<file path="src/hdl/tx_dma_req_pkg.sv">
// Constants, types and helpers shared by the transmit DMA request control block.
// Assumes a single 100 MHz system clock and byte-addressed register offsets.
package tx_dma_req_pkg;

  // Register byte offsets.
  localparam logic [7:0]  POLL_INTERVAL_OFS  = 8'h1a;
  localparam logic [7:0]  FETCH_ROOM_OFS     = 8'h1c;
  localparam logic [7:0]  STARVE_LEVEL_OFS   = 8'h1d;
  localparam logic [7:0]  OVERSIZE_COUNT_OFS = 8'h1e;

  // Reset values.
  localparam logic [7:0]  POLL_INTERVAL_RST  = 8'hff;
  localparam logic [7:0]  FETCH_ROOM_RST     = 8'h08;
  localparam logic [7:0]  STARVE_LEVEL_RST   = 8'h04;
  localparam logic [15:0] OVERSIZE_COUNT_RST = 16'h0000;

  // Smallest values the hardware will act on.
  localparam logic [7:0]  FETCH_ROOM_MIN     = 8'h08;
  localparam logic [7:0]  STARVE_LEVEL_MIN   = 8'h04;
  localparam logic [7:0]  POLL_INTERVAL_MIN  = 8'h01;

  // Threshold units are 32 bytes, so a level is shifted left by this much.
  localparam int          LEVEL_UNIT_SHIFT   = 5;

  // Poll timing.
  localparam int          POLL_STEP_NS       = 320;
  localparam int          CLK_PERIOD_NS      = 10;
  localparam int          POLL_UNIT_CYCLES   = (POLL_STEP_NS + CLK_PERIOD_NS - 1) / CLK_PERIOD_NS;

  // Oversize frame limits and statistics marks.
  localparam logic [13:0] FRAME_MAX_PLAIN    = 14'd1518;
  localparam logic [13:0] FRAME_MAX_TAGGED   = 14'd1522;
  localparam logic [15:0] STATS_UPDATE_MARK  = 16'hc000;

  // Data path buffer.
  localparam int          FETCH_DATA_W       = 32;
  localparam int          FETCH_FIFO_DEPTH   = 16;

  typedef enum logic {POLL_IDLE, POLL_COUNT} poll_state_type;

  // Applies the floor on a programmed level.
  function automatic logic [7:0] floor_level(input logic [7:0] value, input logic [7:0] min_value);
    floor_level = (value < min_value) ? min_value : value;
  endfunction : floor_level

  // Converts a 32-byte-unit level to bytes.
  function automatic logic [13:0] level_bytes(input logic [7:0] value);
    level_bytes = {1'b0, value, 5'h00};
  endfunction : level_bytes

endpackage : tx_dma_req_pkg

</file>
<file path="src/hdl/poll_link_if.sv">
// Carrier between the request controller and its descriptor poll timer.
// Assumes both ends run on the same system clock.
`timescale 1ns/1ns
`default_nettype none
interface poll_link_if;
  logic [7:0] interval;
  logic       run;
  logic       tick;
  modport ctrl  (output interval, output run, input tick);
  modport timer (input interval, input run, output tick);
endinterface : poll_link_if
`default_nettype wire

</file>
<file path="src/hdl/desc_poll_timer.sv">
// Descriptor poll timer: one tick every interval times the unit count while running.
// Assumes the interval it is given has already been floored to at least one.
`timescale 1ns/1ns
`default_nettype none
module desc_poll_timer
  import tx_dma_req_pkg::*;
#(
  parameter int UNIT_CYCLES = POLL_UNIT_CYCLES
) (
  // Clock and reset.
  input  wire logic    i_sys_clk,
  input  wire logic    i_reset,
  // Link to the controller.
  poll_link_if.timer   link
);
  typedef struct packed {
    poll_state_type state;
    logic [15:0]    cnt;
    logic           tick;
  } timer_state_type;

  timer_state_type st_r;
  timer_state_type st_nxt;
  logic [15:0]     reload;

  // The interval is re-read at every reload so a new value takes effect next period.
  assign reload    = 16'(32'(link.interval) * UNIT_CYCLES - 1);
  assign link.tick = st_r.tick;

  always_comb begin
    st_nxt      = st_r;
    st_nxt.tick = 1'b0;
    case (st_r.state)
      POLL_IDLE: begin
        if (link.run) begin
          st_nxt.state = POLL_COUNT;
          st_nxt.cnt   = reload;
        end
      end
      POLL_COUNT: begin
        if (!link.run) begin
          st_nxt.state = POLL_IDLE;
        end else if (st_r.cnt == 16'h0000) begin
          st_nxt.tick = 1'b1;
          st_nxt.cnt  = reload;
        end else begin
          st_nxt.cnt = st_r.cnt - 16'h0001;
        end
      end
      default: begin
        st_nxt.state = POLL_IDLE;
      end
    endcase
  end

  always_ff @(posedge i_sys_clk or posedge i_reset) begin
    if (i_reset) begin
      st_r <= '{state: POLL_IDLE, cnt: 16'h0000, tick: 1'b0};
    end else begin
      st_r <= st_nxt;
    end
  end
endmodule : desc_poll_timer
`default_nettype wire

</file>
<file path="src/hdl/fetch_fifo.sv">
// Synchronous FIFO between the host fetch side and the MAC side.
// Assumes both sides share the system clock; storage is flip-flops.
`timescale 1ns/1ns
`default_nettype none
module fetch_fifo #(
  parameter int WIDTH = 32,
  parameter int DEPTH = 16
) (
  // Clock and reset.
  input  wire logic             i_sys_clk,
  input  wire logic             i_reset,
  // Fill side.
  input  wire logic [WIDTH-1:0] i_in_data,
  input  wire logic             i_in_valid,
  output logic                  o_in_ready,
  // Drain side.
  output logic      [WIDTH-1:0] o_out_data,
  output logic                  o_out_valid,
  input  wire logic             i_out_ready
);
  localparam int AW = $clog2(DEPTH);

  typedef struct packed {
    logic [DEPTH-1:0][WIDTH-1:0] mem;
    logic [AW-1:0]               wptr;
    logic [AW-1:0]               rptr;
    logic [AW:0]                 count;
  } fifo_state_type;

  fifo_state_type st_r;
  fifo_state_type st_nxt;
  logic           push;
  logic           pop;

  assign o_in_ready  = (st_r.count != (AW+1)'(DEPTH));
  assign o_out_valid = (st_r.count != '0);
  assign o_out_data  = st_r.mem[st_r.rptr];
  assign push        = i_in_valid && o_in_ready;
  assign pop         = o_out_valid && i_out_ready;

  always_comb begin
    st_nxt = st_r;
    if (push) begin
      st_nxt.mem[st_r.wptr] = i_in_data;
      st_nxt.wptr = st_r.wptr + 1'b1;
    end
    if (pop) begin
      st_nxt.rptr = st_r.rptr + 1'b1;
    end
    if (push && !pop) begin
      st_nxt.count = st_r.count + 1'b1;
    end else if (pop && !push) begin
      st_nxt.count = st_r.count - 1'b1;
    end
  end

  always_ff @(posedge i_sys_clk or posedge i_reset) begin
    if (i_reset) begin
      st_r <= '0;
    end else begin
      st_r <= st_nxt;
    end
  end
endmodule : fetch_fifo
`default_nettype wire

</file>
<file path="src/hdl/tx_dma_request_control.sv">
// Transmit DMA request control: request decisions, descriptor polling, oversize frame count.
// Assumes FIFO levels and frame reports are synchronous to i_sys_clk.
`timescale 1ns/1ns
`default_nettype none
module tx_dma_request_control
  import tx_dma_req_pkg::*;
#(
  parameter int POLL_UNIT = POLL_UNIT_CYCLES
) (
  // Clock and reset.
  input  wire logic                    i_sys_clk,
  input  wire logic                    i_reset,
  // Register port.
  input  wire logic [7:0]              i_reg_addr,
  input  wire logic                    i_reg_wr,
  input  wire logic                    i_reg_rd,
  input  wire logic [15:0]             i_reg_wdata,
  output logic      [15:0]             o_reg_rdata,
  // Transmit DMA state and FIFO levels.
  input  wire logic                    i_tx_dma_active,
  input  wire logic [13:0]             i_txfifo_used_bytes,
  input  wire logic [13:0]             i_txfifo_free_bytes,
  input  wire logic [15:0]             i_fragment_length,
  input  wire logic                    i_rx_urgent_req,
  // Bus requests and polling.
  output logic                         o_tx_dma_req,
  output logic                         o_tx_urgent_req,
  output logic                         o_tx_arb_over_rx,
  output logic                         o_desc_poll_req,
  // Statistics.
  input  wire logic                    i_stats_enable,
  input  wire logic                    i_stats_mask_oversize,
  input  wire logic                    i_tx_frame_done,
  input  wire logic [13:0]             i_tx_frame_len,
  input  wire logic                    i_tx_frame_vlan,
  output logic                         o_stats_update,
  // Fetched data path.
  input  wire logic [FETCH_DATA_W-1:0] i_fetch_data,
  input  wire logic                    i_fetch_valid,
  output logic                         o_fetch_ready,
  output logic      [FETCH_DATA_W-1:0] o_mac_data,
  output logic                         o_mac_valid,
  input  wire logic                    i_mac_ready
);
  typedef struct packed {
    logic [7:0]  poll_interval;
    logic [7:0]  fetch_room;
    logic [7:0]  starve_level;
    logic [15:0] oversize_count;
    logic [15:0] rdata;
    logic        dma_req;
    logic        urgent_req;
    logic        stats_update;
  } ctrl_state_type;

  ctrl_state_type st_r;
  ctrl_state_type st_nxt;

  logic [13:0] room_bytes;
  logic [13:0] starve_bytes;
  logic [13:0] frame_limit;
  logic        count_frame;
  logic        wr_count;

  poll_link_if poll_link ();

  // Floors are applied on use, so software reads back exactly what it wrote.
  assign room_bytes   = level_bytes(floor_level(st_r.fetch_room, FETCH_ROOM_MIN));
  assign starve_bytes = level_bytes(floor_level(st_r.starve_level, STARVE_LEVEL_MIN));
  assign frame_limit  = i_tx_frame_vlan ? FRAME_MAX_TAGGED : FRAME_MAX_PLAIN;
  assign count_frame  = i_tx_frame_done && (i_tx_frame_len > frame_limit)
                        && i_stats_enable && !i_stats_mask_oversize;
  assign wr_count     = i_reg_wr && (i_reg_addr == OVERSIZE_COUNT_OFS);

  assign poll_link.interval = floor_level(st_r.poll_interval, POLL_INTERVAL_MIN);
  assign poll_link.run      = i_tx_dma_active;

  assign o_reg_rdata      = st_r.rdata;
  assign o_tx_dma_req     = st_r.dma_req;
  assign o_tx_urgent_req  = st_r.urgent_req;
  assign o_tx_arb_over_rx = st_r.urgent_req && !i_rx_urgent_req;
  assign o_desc_poll_req  = poll_link.tick;
  assign o_stats_update   = st_r.stats_update;

  always_comb begin
    st_nxt = st_r;
    st_nxt.stats_update = 1'b0;
    // Requests are held low whenever transmit DMA is idle.
    st_nxt.dma_req = i_tx_dma_active
                     && ((i_txfifo_free_bytes > room_bytes)
                         || ({2'b00, i_txfifo_used_bytes} > i_fragment_length));
    st_nxt.urgent_req = i_tx_dma_active && (i_txfifo_used_bytes < starve_bytes);
    if (i_reg_wr) begin
      case (i_reg_addr)
        POLL_INTERVAL_OFS:  st_nxt.poll_interval  = i_reg_wdata[7:0];
        FETCH_ROOM_OFS:     st_nxt.fetch_room     = i_reg_wdata[7:0];
        STARVE_LEVEL_OFS:   st_nxt.starve_level   = i_reg_wdata[7:0];
        OVERSIZE_COUNT_OFS: st_nxt.oversize_count = i_reg_wdata;
        default: begin
        end
      endcase
    end
    // A software write to the counter wins over a frame counted in the same cycle.
    if (count_frame && !wr_count) begin
      st_nxt.oversize_count = st_r.oversize_count + 16'h0001;
      st_nxt.stats_update   = (st_r.oversize_count + 16'h0001) == STATS_UPDATE_MARK;
    end
    if (i_reg_rd) begin
      case (i_reg_addr)
        POLL_INTERVAL_OFS:  st_nxt.rdata = {8'h00, st_r.poll_interval};
        FETCH_ROOM_OFS:     st_nxt.rdata = {8'h00, st_r.fetch_room};
        STARVE_LEVEL_OFS:   st_nxt.rdata = {8'h00, st_r.starve_level};
        OVERSIZE_COUNT_OFS: st_nxt.rdata = st_r.oversize_count;
        default:            st_nxt.rdata = 16'h0000;
      endcase
    end
  end

  always_ff @(posedge i_sys_clk or posedge i_reset) begin
    if (i_reset) begin
      st_r <= '{poll_interval: POLL_INTERVAL_RST, fetch_room: FETCH_ROOM_RST,
                starve_level: STARVE_LEVEL_RST, oversize_count: OVERSIZE_COUNT_RST,
                rdata: 16'h0000, dma_req: 1'b0, urgent_req: 1'b0, stats_update: 1'b0};
    end else begin
      st_r <= st_nxt;
    end
  end

  desc_poll_timer #(
    .UNIT_CYCLES (POLL_UNIT)
  ) u_poll_timer (
    .i_sys_clk (i_sys_clk),
    .i_reset   (i_reset),
    .link      (poll_link.timer)
  );

  fetch_fifo #(
    .WIDTH (FETCH_DATA_W),
    .DEPTH (FETCH_FIFO_DEPTH)
  ) u_fetch_fifo (
    .i_sys_clk   (i_sys_clk),
    .i_reset     (i_reset),
    .i_in_data   (i_fetch_data),
    .i_in_valid  (i_fetch_valid),
    .o_in_ready  (o_fetch_ready),
    .o_out_data  (o_mac_data),
    .o_out_valid (o_mac_valid),
    .i_out_ready (i_mac_ready)
  );

  // Helper logic that measures the spacing of poll ticks for the checks below.
  logic [15:0] gap_cnt;
  logic        gap_seen;
  logic [15:0] gap_expect;
  assign gap_expect = 16'(32'(floor_level(st_r.poll_interval, POLL_INTERVAL_MIN)) * POLL_UNIT);

  always_ff @(posedge i_sys_clk or posedge i_reset) begin
    if (i_reset) begin
      gap_cnt  <= 16'h0000;
      gap_seen <= 1'b0;
    end else if (!i_tx_dma_active || (i_reg_wr && (i_reg_addr == POLL_INTERVAL_OFS))) begin
      gap_cnt  <= 16'h0000;
      gap_seen <= 1'b0;
    end else if (o_desc_poll_req) begin
      gap_cnt  <= 16'h0001;
      gap_seen <= 1'b1;
    end else begin
      gap_cnt <= gap_cnt + 16'h0001;
    end
  end

  property p_normal_req;
    @(posedge i_sys_clk) disable iff (i_reset)
      (i_tx_dma_active && (i_txfifo_free_bytes > room_bytes)) |=> o_tx_dma_req;
  endproperty
  a_normal_req: assert property (p_normal_req) else $error("normal request missing");

  property p_frag_override;
    @(posedge i_sys_clk) disable iff (i_reset)
      (i_tx_dma_active && ({2'b00, i_txfifo_used_bytes} > i_fragment_length)) |=> o_tx_dma_req;
  endproperty
  a_frag_override: assert property (p_frag_override) else $error("fragment override missing");

  property p_room_floor;
    @(posedge i_sys_clk) disable iff (i_reset)
      (i_tx_dma_active && (i_txfifo_free_bytes <= 14'd256)
       && ({2'b00, i_txfifo_used_bytes} <= i_fragment_length)) |=> !o_tx_dma_req;
  endproperty
  a_room_floor: assert property (p_room_floor) else $error("room level floor ignored");

  property p_poll_gap;
    @(posedge i_sys_clk) disable iff (i_reset)
      (o_desc_poll_req && gap_seen && i_tx_dma_active) |-> (gap_cnt == gap_expect);
  endproperty
  a_poll_gap: assert property (p_poll_gap) else $error("poll spacing wrong");

  property p_poll_alive;
    @(posedge i_sys_clk) disable iff (i_reset)
      i_tx_dma_active |-> (gap_cnt <= gap_expect + 16'h0002);
  endproperty
  a_poll_alive: assert property (p_poll_alive) else $error("polling stalled");

  property p_urgent_req;
    @(posedge i_sys_clk) disable iff (i_reset)
      (i_tx_dma_active && (i_txfifo_used_bytes < starve_bytes)) |=> o_tx_urgent_req;
  endproperty
  a_urgent_req: assert property (p_urgent_req) else $error("urgent request missing");

  property p_arb;
    @(posedge i_sys_clk) disable iff (i_reset)
      o_tx_arb_over_rx |-> (o_tx_urgent_req && !i_rx_urgent_req);
  endproperty
  a_arb: assert property (p_arb) else $error("arbitration win without cause");

  property p_starve_floor;
    @(posedge i_sys_clk) disable iff (i_reset)
      (i_tx_dma_active && (i_txfifo_used_bytes < 14'd128)) |=> o_tx_urgent_req;
  endproperty
  a_starve_floor: assert property (p_starve_floor) else $error("starve level floor ignored");

  property p_count_inc;
    @(posedge i_sys_clk) disable iff (i_reset)
      (count_frame && !wr_count) |=> (st_r.oversize_count == $past(st_r.oversize_count) + 16'h0001);
  endproperty
  a_count_inc: assert property (p_count_inc) else $error("oversize frame not counted");

  property p_count_wrap;
    @(posedge i_sys_clk) disable iff (i_reset)
      (count_frame && !wr_count && (st_r.oversize_count == 16'hffff)) |=> (st_r.oversize_count == 16'h0000);
  endproperty
  a_count_wrap: assert property (p_count_wrap) else $error("counter did not wrap");

  property p_update_mark;
    @(posedge i_sys_clk) disable iff (i_reset)
      o_stats_update |-> ((st_r.oversize_count == STATS_UPDATE_MARK) && $past(count_frame));
  endproperty
  a_update_mark: assert property (p_update_mark) else $error("update pulse at wrong count");

  property p_count_gate;
    @(posedge i_sys_clk) disable iff (i_reset)
      (!wr_count && (!i_stats_enable || i_tx_frame_len <= frame_limit || !i_tx_frame_done))
      |=> $stable(st_r.oversize_count);
  endproperty
  a_count_gate: assert property (p_count_gate) else $error("counter moved without a counted frame");

  property p_mask_hold;
    @(posedge i_sys_clk) disable iff (i_reset)
      (i_stats_mask_oversize && !wr_count) |=> $stable(st_r.oversize_count);
  endproperty
  a_mask_hold: assert property (p_mask_hold) else $error("masked counter moved");

  property p_no_req;
    @(posedge i_sys_clk) disable iff (i_reset)
      !i_tx_dma_active |=> (!o_tx_dma_req && !o_tx_urgent_req);
  endproperty
  a_no_req: assert property (p_no_req) else $error("request while idle");

  property p_normal_off;
    @(posedge i_sys_clk) disable iff (i_reset)
      (i_tx_dma_active && (i_txfifo_free_bytes <= room_bytes)
       && ({2'b00, i_txfifo_used_bytes} <= i_fragment_length)) |=> !o_tx_dma_req;
  endproperty
  a_normal_off: assert property (p_normal_off) else $error("normal request without cause");

  property p_urgent_off;
    @(posedge i_sys_clk) disable iff (i_reset)
      (i_txfifo_used_bytes >= starve_bytes) |=> !o_tx_urgent_req;
  endproperty
  a_urgent_off: assert property (p_urgent_off) else $error("urgent request without cause");

  property p_poll_idle;
    @(posedge i_sys_clk) disable iff (i_reset)
      !i_tx_dma_active |=> !o_desc_poll_req;
  endproperty
  a_poll_idle: assert property (p_poll_idle) else $error("poll while transmit idle");

  // Checked against the tagged limit itself, so a wrong limit select shows up here.
  property p_tagged_limit;
    @(posedge i_sys_clk) disable iff (i_reset)
      (i_tx_frame_done && i_tx_frame_vlan && (i_tx_frame_len <= FRAME_MAX_TAGGED) && !wr_count)
      |=> $stable(st_r.oversize_count);
  endproperty
  a_tagged_limit: assert property (p_tagged_limit) else $error("short tagged frame counted");

  property p_update_cause;
    @(posedge i_sys_clk) disable iff (i_reset)
      (count_frame && !wr_count && (st_r.oversize_count == STATS_UPDATE_MARK - 16'h0001)) |=> o_stats_update;
  endproperty
  a_update_cause: assert property (p_update_cause) else $error("update pulse missing at mark");

  property p_update_pulse;
    @(posedge i_sys_clk) disable iff (i_reset)
      o_stats_update |=> !o_stats_update;
  endproperty
  a_update_pulse: assert property (p_update_pulse) else $error("update pulse too long");

  c_urgent_win: cover property (@(posedge i_sys_clk) disable iff (i_reset) o_tx_arb_over_rx);
  c_poll_twice: cover property (@(posedge i_sys_clk) disable iff (i_reset) o_desc_poll_req && gap_seen);
  c_update:     cover property (@(posedge i_sys_clk) disable iff (i_reset) o_stats_update);
  c_fifo_full:  cover property (@(posedge i_sys_clk) disable iff (i_reset) i_fetch_valid && !o_fetch_ready);
  c_urgent_lost: cover property (@(posedge i_sys_clk) disable iff (i_reset) o_tx_urgent_req && i_rx_urgent_req);
endmodule : tx_dma_request_control
`default_nettype wire

</file>
<file path="config.mk">
export PLATFORM = sky130hd
export DESIGN_NAME = tx_dma_request_control
export DESIGN_NICKNAME = d
export VERILOG_FILES = /design/src/hdl/tx_dma_req_pkg.sv /design/src/hdl/poll_link_if.sv /design/src/hdl/desc_poll_timer.sv /design/src/hdl/fetch_fifo.sv /design/src/hdl/tx_dma_request_control.sv
export SDC_FILE = /design/constraint.sdc
export NUM_CORES = 1
export LEC_CHECK = 0
export BUFFER_PORTS_ARGS = -buffer_cell sky130_fd_sc_hd__buf_4
export CAP_MARGIN = 20
export CORE_MARGIN = 2
export CORE_UTILIZATION = 50
export CTS_CLUSTER_DIAMETER = 50
export DETAILED_ROUTE_END_ITERATION = 7
export GPL_TIMING_DRIVEN = 0
export HOLD_SLACK_MARGIN = 0.03
export PLACE_DENSITY = 0.71
export SLEW_MARGIN = 30
export SYNTH_ARGS = -nofsm -noshare
export SYNTH_HDL_FRONTEND = slang
export SYNTH_SLANG_ARGS = --single-unit
</file>
<file path="constraint.sdc">
create_clock -name i_sys_clk -period 21.7 [get_ports i_sys_clk]
set_clock_uncertainty 0.1 [all_clocks]
set_input_delay 3.255 -clock i_sys_clk [delete_from_list [all_inputs] [get_ports i_sys_clk]]
set_output_delay 3.255 -clock i_sys_clk [all_outputs]
set_load 0.005 [all_outputs]
</file>
==> impl_metrics.yaml, run 1 <==
status:
  status: "finished, final reports clean"
place:
  routabilityCongestion: 0.831
  dp_slack_ns: 14.77
  dp_hpwl_mm: 47.0
  placement.io_buffers: 179
  place_inst: 2901
setup_path:
  path_max_fanout: 10
  cp.required_ns: 18.35
  path_buf_inv: 3
  critPathSlowestCell: "clkbuf_1"
  crit_chain: "clkbuf_1 -> clkbuf_1 -> mux4_2 -> mux4_2 -> buf_4"
  cp-end-kind: "output pin"
  rr_startpoint: "u_fetch_fifo.st_r[0]"
  cp_top_family: "buffers and inverters"
  critPathMaxStageDelay_ns: 0.79
  cp-start-kind: "flop"
  cp.arrival_ns: 3.84
  criticalPathCategory: "flop to output pin"
  crit_path_start: "u_fetch_fifo.st_r[6]"
sta:
  relSlewSlack: 0.320
  setup_viol: 0
  setup_ws_ns: 14.50
  worst_pin_slew_ns: 1.02
  period_share: 0.332
  rsz0062_at_grt: "no"
  min_period_ns: 7.20
  fmax_mhz: 139
  slew_violations: 0
  timing_hold_violations_final: 0
  whs_ns: 0.391
logic_synthesis:
  ys_types: 70
  async_reset_ff_frac: 1.00
  synthFlopType: "dfrtp_1"
  yosysWarnings: 0
  ys_seq_elements: 602
  syn_area_um2: 28800
  seq_area_frac_synth: 0.523
  syn_avg_cell_area_um2: 14.7
  synth_edf_count: 0
  synth_cells: 1959
  synth_nets: 2131
power:
  leakagePower_uw: 0.0150
  p_sw_uw: 1470
  vdd_drop_max_v: 0.0000775
  seq_power_share: 0.379
  total_power_uw: 4870
  pwr-share-comb: 0.368
  clkPwrFrac: 0.252
  power.share.switching: 0.302
  pwr_density_cell_nw_per_um2: 144
  internal_power_uw: 3400
layout:
  antenna_cells: 0
  fin_cells: 3034
  fill_cells: 4291
  final_nets: 2392
  final_core_util: 0.596
  layout_commonest_cell: "dfrtp_1"
  drive_gt1_frac: 0.496
  areaGrowthSynthToFinish_pct: 17.3
  final_cell_mix: "592 x dfrtp_1, 538 x mux2_2, 215 x buf_4"
min_path:
  hold_class: "flop to flop"
  hp-start: "u_fetch_fifo.st_r[4]"
clock_network:
  cts_htree_levels: 3
  cts_buffers: 73
  cts_tree: "built"
  cts.sinks: 602
  root_buffer: "clkbuf_16"
  post_cts_buffers: 0
  clk_pin_slew_ns: 0.05
  clkLatencyLatePin_ns: 0.61
  cts_hold_buf: 0
  cts.path.max_buffers: 3
  cts_resized: 0
global_routing:
  grt_pass1_wl_mm: 109
  overflow: 0
  track_usage: 0.237
  antenna_found_initial: 3
  grt_pass1_vias: 19000
  grt_start_max_net_pins: 102
floorplan:
  start_util: 0.508
  dieArea_um2: 59600
  fp.dieW_um: 244
  die_y_um: 244
  core_um2: 56700
  placementRows: 87
  pin_count: 181
job:
  cap_violations: 0
route:
  drt_first_pass_iters: 5
  avgViaCountPerCell: 5.86
  wl_per_cell_um: 22.8
  vias: 17800
  first_iter_violations: 1009
  drc: 0
  ant_nets: 0
  routed_wl_mm: 69.3
## sequential cells by signal, summed over array words and instances (netlist names)
signal	count
o_reg_rdata	16
o_stats_update	1
o_tx_dma_req	1
o_tx_urgent_req	1
st_r	40
u_fetch_fifo.st_r	525
u_poll_timer.link.tick	1
u_poll_timer.st_r	17
## per-layer routing
metal / vias up / part of all wire / track usage
met3: 131 / 0.051 / 0.0482
met2: 474 / 0.49 / 0.392
li1: 7816 / - / -
met1: 9339 / 0.43 / 0.319
met5: - / 0.00048 / 0
met4: 6 / 0.027 / 0.0703
## final cells by class
| cell class | count | area (um^2) | area share |
|---|---|---|---|
| Sequential cell | 602 | 15100 | 0.446 |
| Multi-Input combinational cell | 1143 | 12700 | 0.377 |
| Clock buffer | 102 | 2110 | 0.0624 |
| Timing Repair Buffer | 186 | 1540 | 0.0455 |
| Tap cell | 756 | 946 | 0.0280 |
| Buffer | 159 | 802 | 0.0237 |
| Clock inverter | 31 | 369 | 0.0109 |
| Inverter | 55 | 214 | 0.00633 |
## synthesized netlist by cell type, drive strengths merged (3+ instances only)
library cell  number  share of area
dfstp             10         0.0091
nor2b              6         0.0013
mux2             539           0.21
and2               4        0.00087
nor3              10         0.0025
or4                4         0.0010
xor2              20         0.0061
clkbuf            68         0.0089
a21o               8         0.0021
o21ai             54         0.0094
buf               91          0.019
nor4              11         0.0044
a22o              10         0.0030
nor2              34         0.0047
nand2b             6         0.0013
o21a               3        0.00078
nand2             49         0.0068
nand3             53          0.010
ha                45          0.020
xnor2             13         0.0040
a221oi             8         0.0024
o22ai              9         0.0020
and3               6         0.0015
nand4             15         0.0035
inv               55         0.0072
dfrtp            592           0.51
nor3b              3         0.0013
or3                7         0.0015
a21oi             35         0.0061
o211ai             3        0.00078
mux4             160           0.13
## worst paths after layout
path | endpoint | cells after the start | slack, ns
worst max-delay path | o_mac_data[25] | 5 | 14.50
worst min-delay path | u_fetch_fifo.st_r[4] | 1 | 0.39
worst max register to register | u_fetch_fifo.st_r[4] | 12 | 18.56
worst min register to register | u_fetch_fifo.st_r[4] | 1 | 0.39
max in group asynchronous | u_fetch_fifo.st_r[516] | 5 | 17.48
min in group asynchronous | u_fetch_fifo.st_r[402] | 2 | 2.53
## metrics by stage
stage / setup TNS, ns / area (um^2)
floorplan: 0 / 28800
global placement: -2253.12 / 31100
detailed placement: 0 / 31300
CTS: 0 / 33800
global route: 0 / 33800
finish: 0 / 33800
## cell families after synthesis
family,count (synthesis),synth area share
xor gates and xnor gates,33,0.0100
DFF,602,0.523
and+or+nand+nor,213,0.0422
muxes,700,0.336
adders and majority gates,46,0.0202
AOI/OAI and AO/OA,151,0.0335
buffers and inverters,214,0.0347
## power groups by stage
stage	Sequential [uW]	Combinational, uW	Clock [uW]
final	1850	1790	1230
after CTS	1840	1820	1250
after global routing	1900	1920	1300
after detailed placement	1860	1810	0
after floorplan	1780	1290	0
after global placement	1830	1750	0
(Power assumes the default switching activity.)
==> run 2, diff against run 1 <==
Clock period 21.7 ns to 7.1 ns, I/O delays scaled along.
==> run 2 against run 1 <==
Effect of this change:
- register-to-register slack worse by 15 ns
- sequential share of layout area shrank 0.32 points
- hold slack worse by 0.012 ns
- clock power increased to 3.0 times the previous value
==> impl_metrics.yaml, run 2 (synthesis gave the netlist of run 1 again) <==
status:
  status: "finished, final reports clean"
clock_network:
  cts.path.max_buffers: 3
  clkLatencyLatePin_ns: 0.62
  cts_buffers: 72
  clk_pin_slew_ns: 0.05
  cts.sinks: 602
  post_cts_buffers: 0
  cts_resized: 0
  cts_tree: "built"
  root_buffer: "clkbuf_16"
  cts_hold_buf: 0
  cts_htree_levels: 3
sta:
  period_share: 0.703
  fmax_mhz: 200
  min_period_ns: 4.99
  timing_hold_violations_final: 0
  tns_ns: 0
  setup_viol: 0
  relSlewSlack: 0.355
  slew_violations: 0
  worst_pin_slew_ns: 0.968
  rsz0062_at_grt: "no"
setup_path:
  rr_worst_depth: 12
  critPathSlowestCell: "buf_1"
  crit_chain: "clkbuf_1 -> buf_1 -> mux4_2 -> mux4_2 -> buf_4"
  cp.required_ns: 5.93
  crit_top_cell: "mux4_2"
  endpoint: "o_mac_data[30]"
  crit_path_start: "u_fetch_fifo.st_r[6]"
  cp-end-kind: "output pin"
  critPathMaxStageDelay_ns: 0.79
  cp-start-kind: "flop"
  r2r_setup_slack_ns: 3.92
  criticalPathCategory: "flop to output pin"
  cp.arrival_ns: 3.82
  path_max_fanout: 10
  worst_r2r_endpoint: "u_fetch_fifo.st_r[4]"
  rr_startpoint: "u_fetch_fifo.st_r[0]"
floorplan:
  start_util: 0.508
  placementRows: 87
  core_um2: 56700
  dieArea_um2: 59600
  fp.dieW_um: 244
  die_y_um: 244
  pin_count: 181
route:
  drc: 0
  vias: 17900
  routed_wl_mm: 70.6
  first_iter_violations: 1190
  avgViaCountPerCell: 5.89
  drt_first_pass_iters: 5
  ant_nets: 0
  wl_per_cell_um: 23.2
power:
  pwr_density_cell_nw_per_um2: 437
  internal_power_uw: 10400
  power.share.switching: 0.304
  leakagePower_uw: 0.0151
  vdd_drop_max_v: 0.000252
  pwr-share-comb: 0.371
  seq_power_share: 0.379
  clkPwrFrac: 0.250
  p_sw_uw: 4520
layout:
  areaGrowthSynthToFinish_pct: 18.1
  layout_commonest_cell: "dfrtp_1"
  antenna_cells: 0
  final_cell_mix: "592 x dfrtp_1, 538 x mux2_2, 215 x buf_4"
  final_area_um2: 34000
  drive_gt1_frac: 0.500
  largest_reg_flops: 525
  reg.largest.list: "u_fetch_fifo.st_r: 525 flops, st_r: 40 flops, u_poll_timer.st_r: 17 flops"
  final_nets: 2407
  top_register: "u_fetch_fifo.st_r"
  fill_cells: 4260
place:
  placed_area_um2: 31600
  dp_hpwl_mm: 48.5
  routabilityCongestion: 0.828
  placement.io_buffers: 179
job:
  cap_violations: 0
global_routing:
  track_usage: 0.244
  grt_pass1_wl_mm: 112
  antenna_found_initial: 3
  grt_pass1_vias: 19400
  overflow: 0
  grt_start_max_net_pins: 32
min_path:
  hold_class: "flop to flop"
run 2: changes by cell type in the layout (fill, tap and decap cells not counted), moves of 2 or more:
cell | previous run | this run
inv_8 | 5 | 2
buf_12 | 0 | 16
inv_6 | 3 | 9
clkinv_8 | 2 | 0
clkbuf_1 | 78 | 74
clkbuf_8 | 13 | 11
clkbuf_16 | 75 | 73
inv_16 | 0 | 2
run 2: how the worst min path moves through the flow:
stage / start / end / slack, ns / depth (start not counted)
CTS: u_fetch_fifo.st_r[4] / u_fetch_fifo.st_r[4] / 0.38 / 1
global placement: u_fetch_fifo.st_r[4] / u_fetch_fifo.st_r[4] / 0.37 / 1
global route: u_fetch_fifo.st_r[4] / u_fetch_fifo.st_r[4] / 0.40 / 1
floorplan: u_fetch_fifo.st_r[4] / u_fetch_fifo.st_r[4] / 0.35 / 1
finish: u_fetch_fifo.st_r[4] / u_fetch_fifo.st_r[4] / 0.38 / 1
detailed placement: u_fetch_fifo.st_r[4] / u_fetch_fifo.st_r[4] / 0.37 / 1
run 2: stage by stage:
step	worst slack (ns)	std cells	util	hold WS, ns	total power (uW)
2_1_floorplan	-2.27	1959	-	0.354	9390
3_3_place_gp	-5.05	2894	0.549	0.372	10900
3_5_place_dp	2.73	2917	0.558	0.374	11200
4_1_cts	2.08	3044	0.600	0.382	15000
5_1_grt	2.03	3044	0.600	0.396	15700
6_report	2.11	3044	0.600	0.379	14900
run 2: routing by layer:
| metal | up-vias | global-route usage | routed length [um] |
|---|---|---|---|
| li1 | 7856 | - | - |
| met1 | 9474 | 0.331 | 30400 |
| met2 | 449 | 0.388 | 33800 |
| met3 | 158 | 0.0560 | 3840 |
| met4 | 6 | 0.0900 | 2570 |
| met5 | - | 0 | 41 |
run 2: final cells by class:
type                    instances  area [um^2]  share of cell area
plain buffers                 159          802              0.0236
clock buffers                  94         2020              0.0592
clock inverters                33          388              0.0114
inverters                      55          210             0.00618
multi-input cells            1143        12700               0.374
flip-flops and latches        602        15100               0.443
well taps                     756          946              0.0278
repair buffers                202         1860              0.0546
run 2: worst max-delay path: cells and delay by family, from the launching register on:
family                 cells  cell delay (ns)
flip-flops                 1             0.52
buffers and inverters      3             1.70
multiplexers               2             0.99
run 2: power groups by stage:
stage          registers [uW]  clock network, uW  logic (uW)
2_1_floorplan            5430                  0        3950
3_3_place_gp             5570                  0        5360
3_5_place_dp             5670                  0        5550
4_1_cts                  5620               3790        5590
5_1_grt                  5810               3930        5920
6_report                 5640               3720        5520
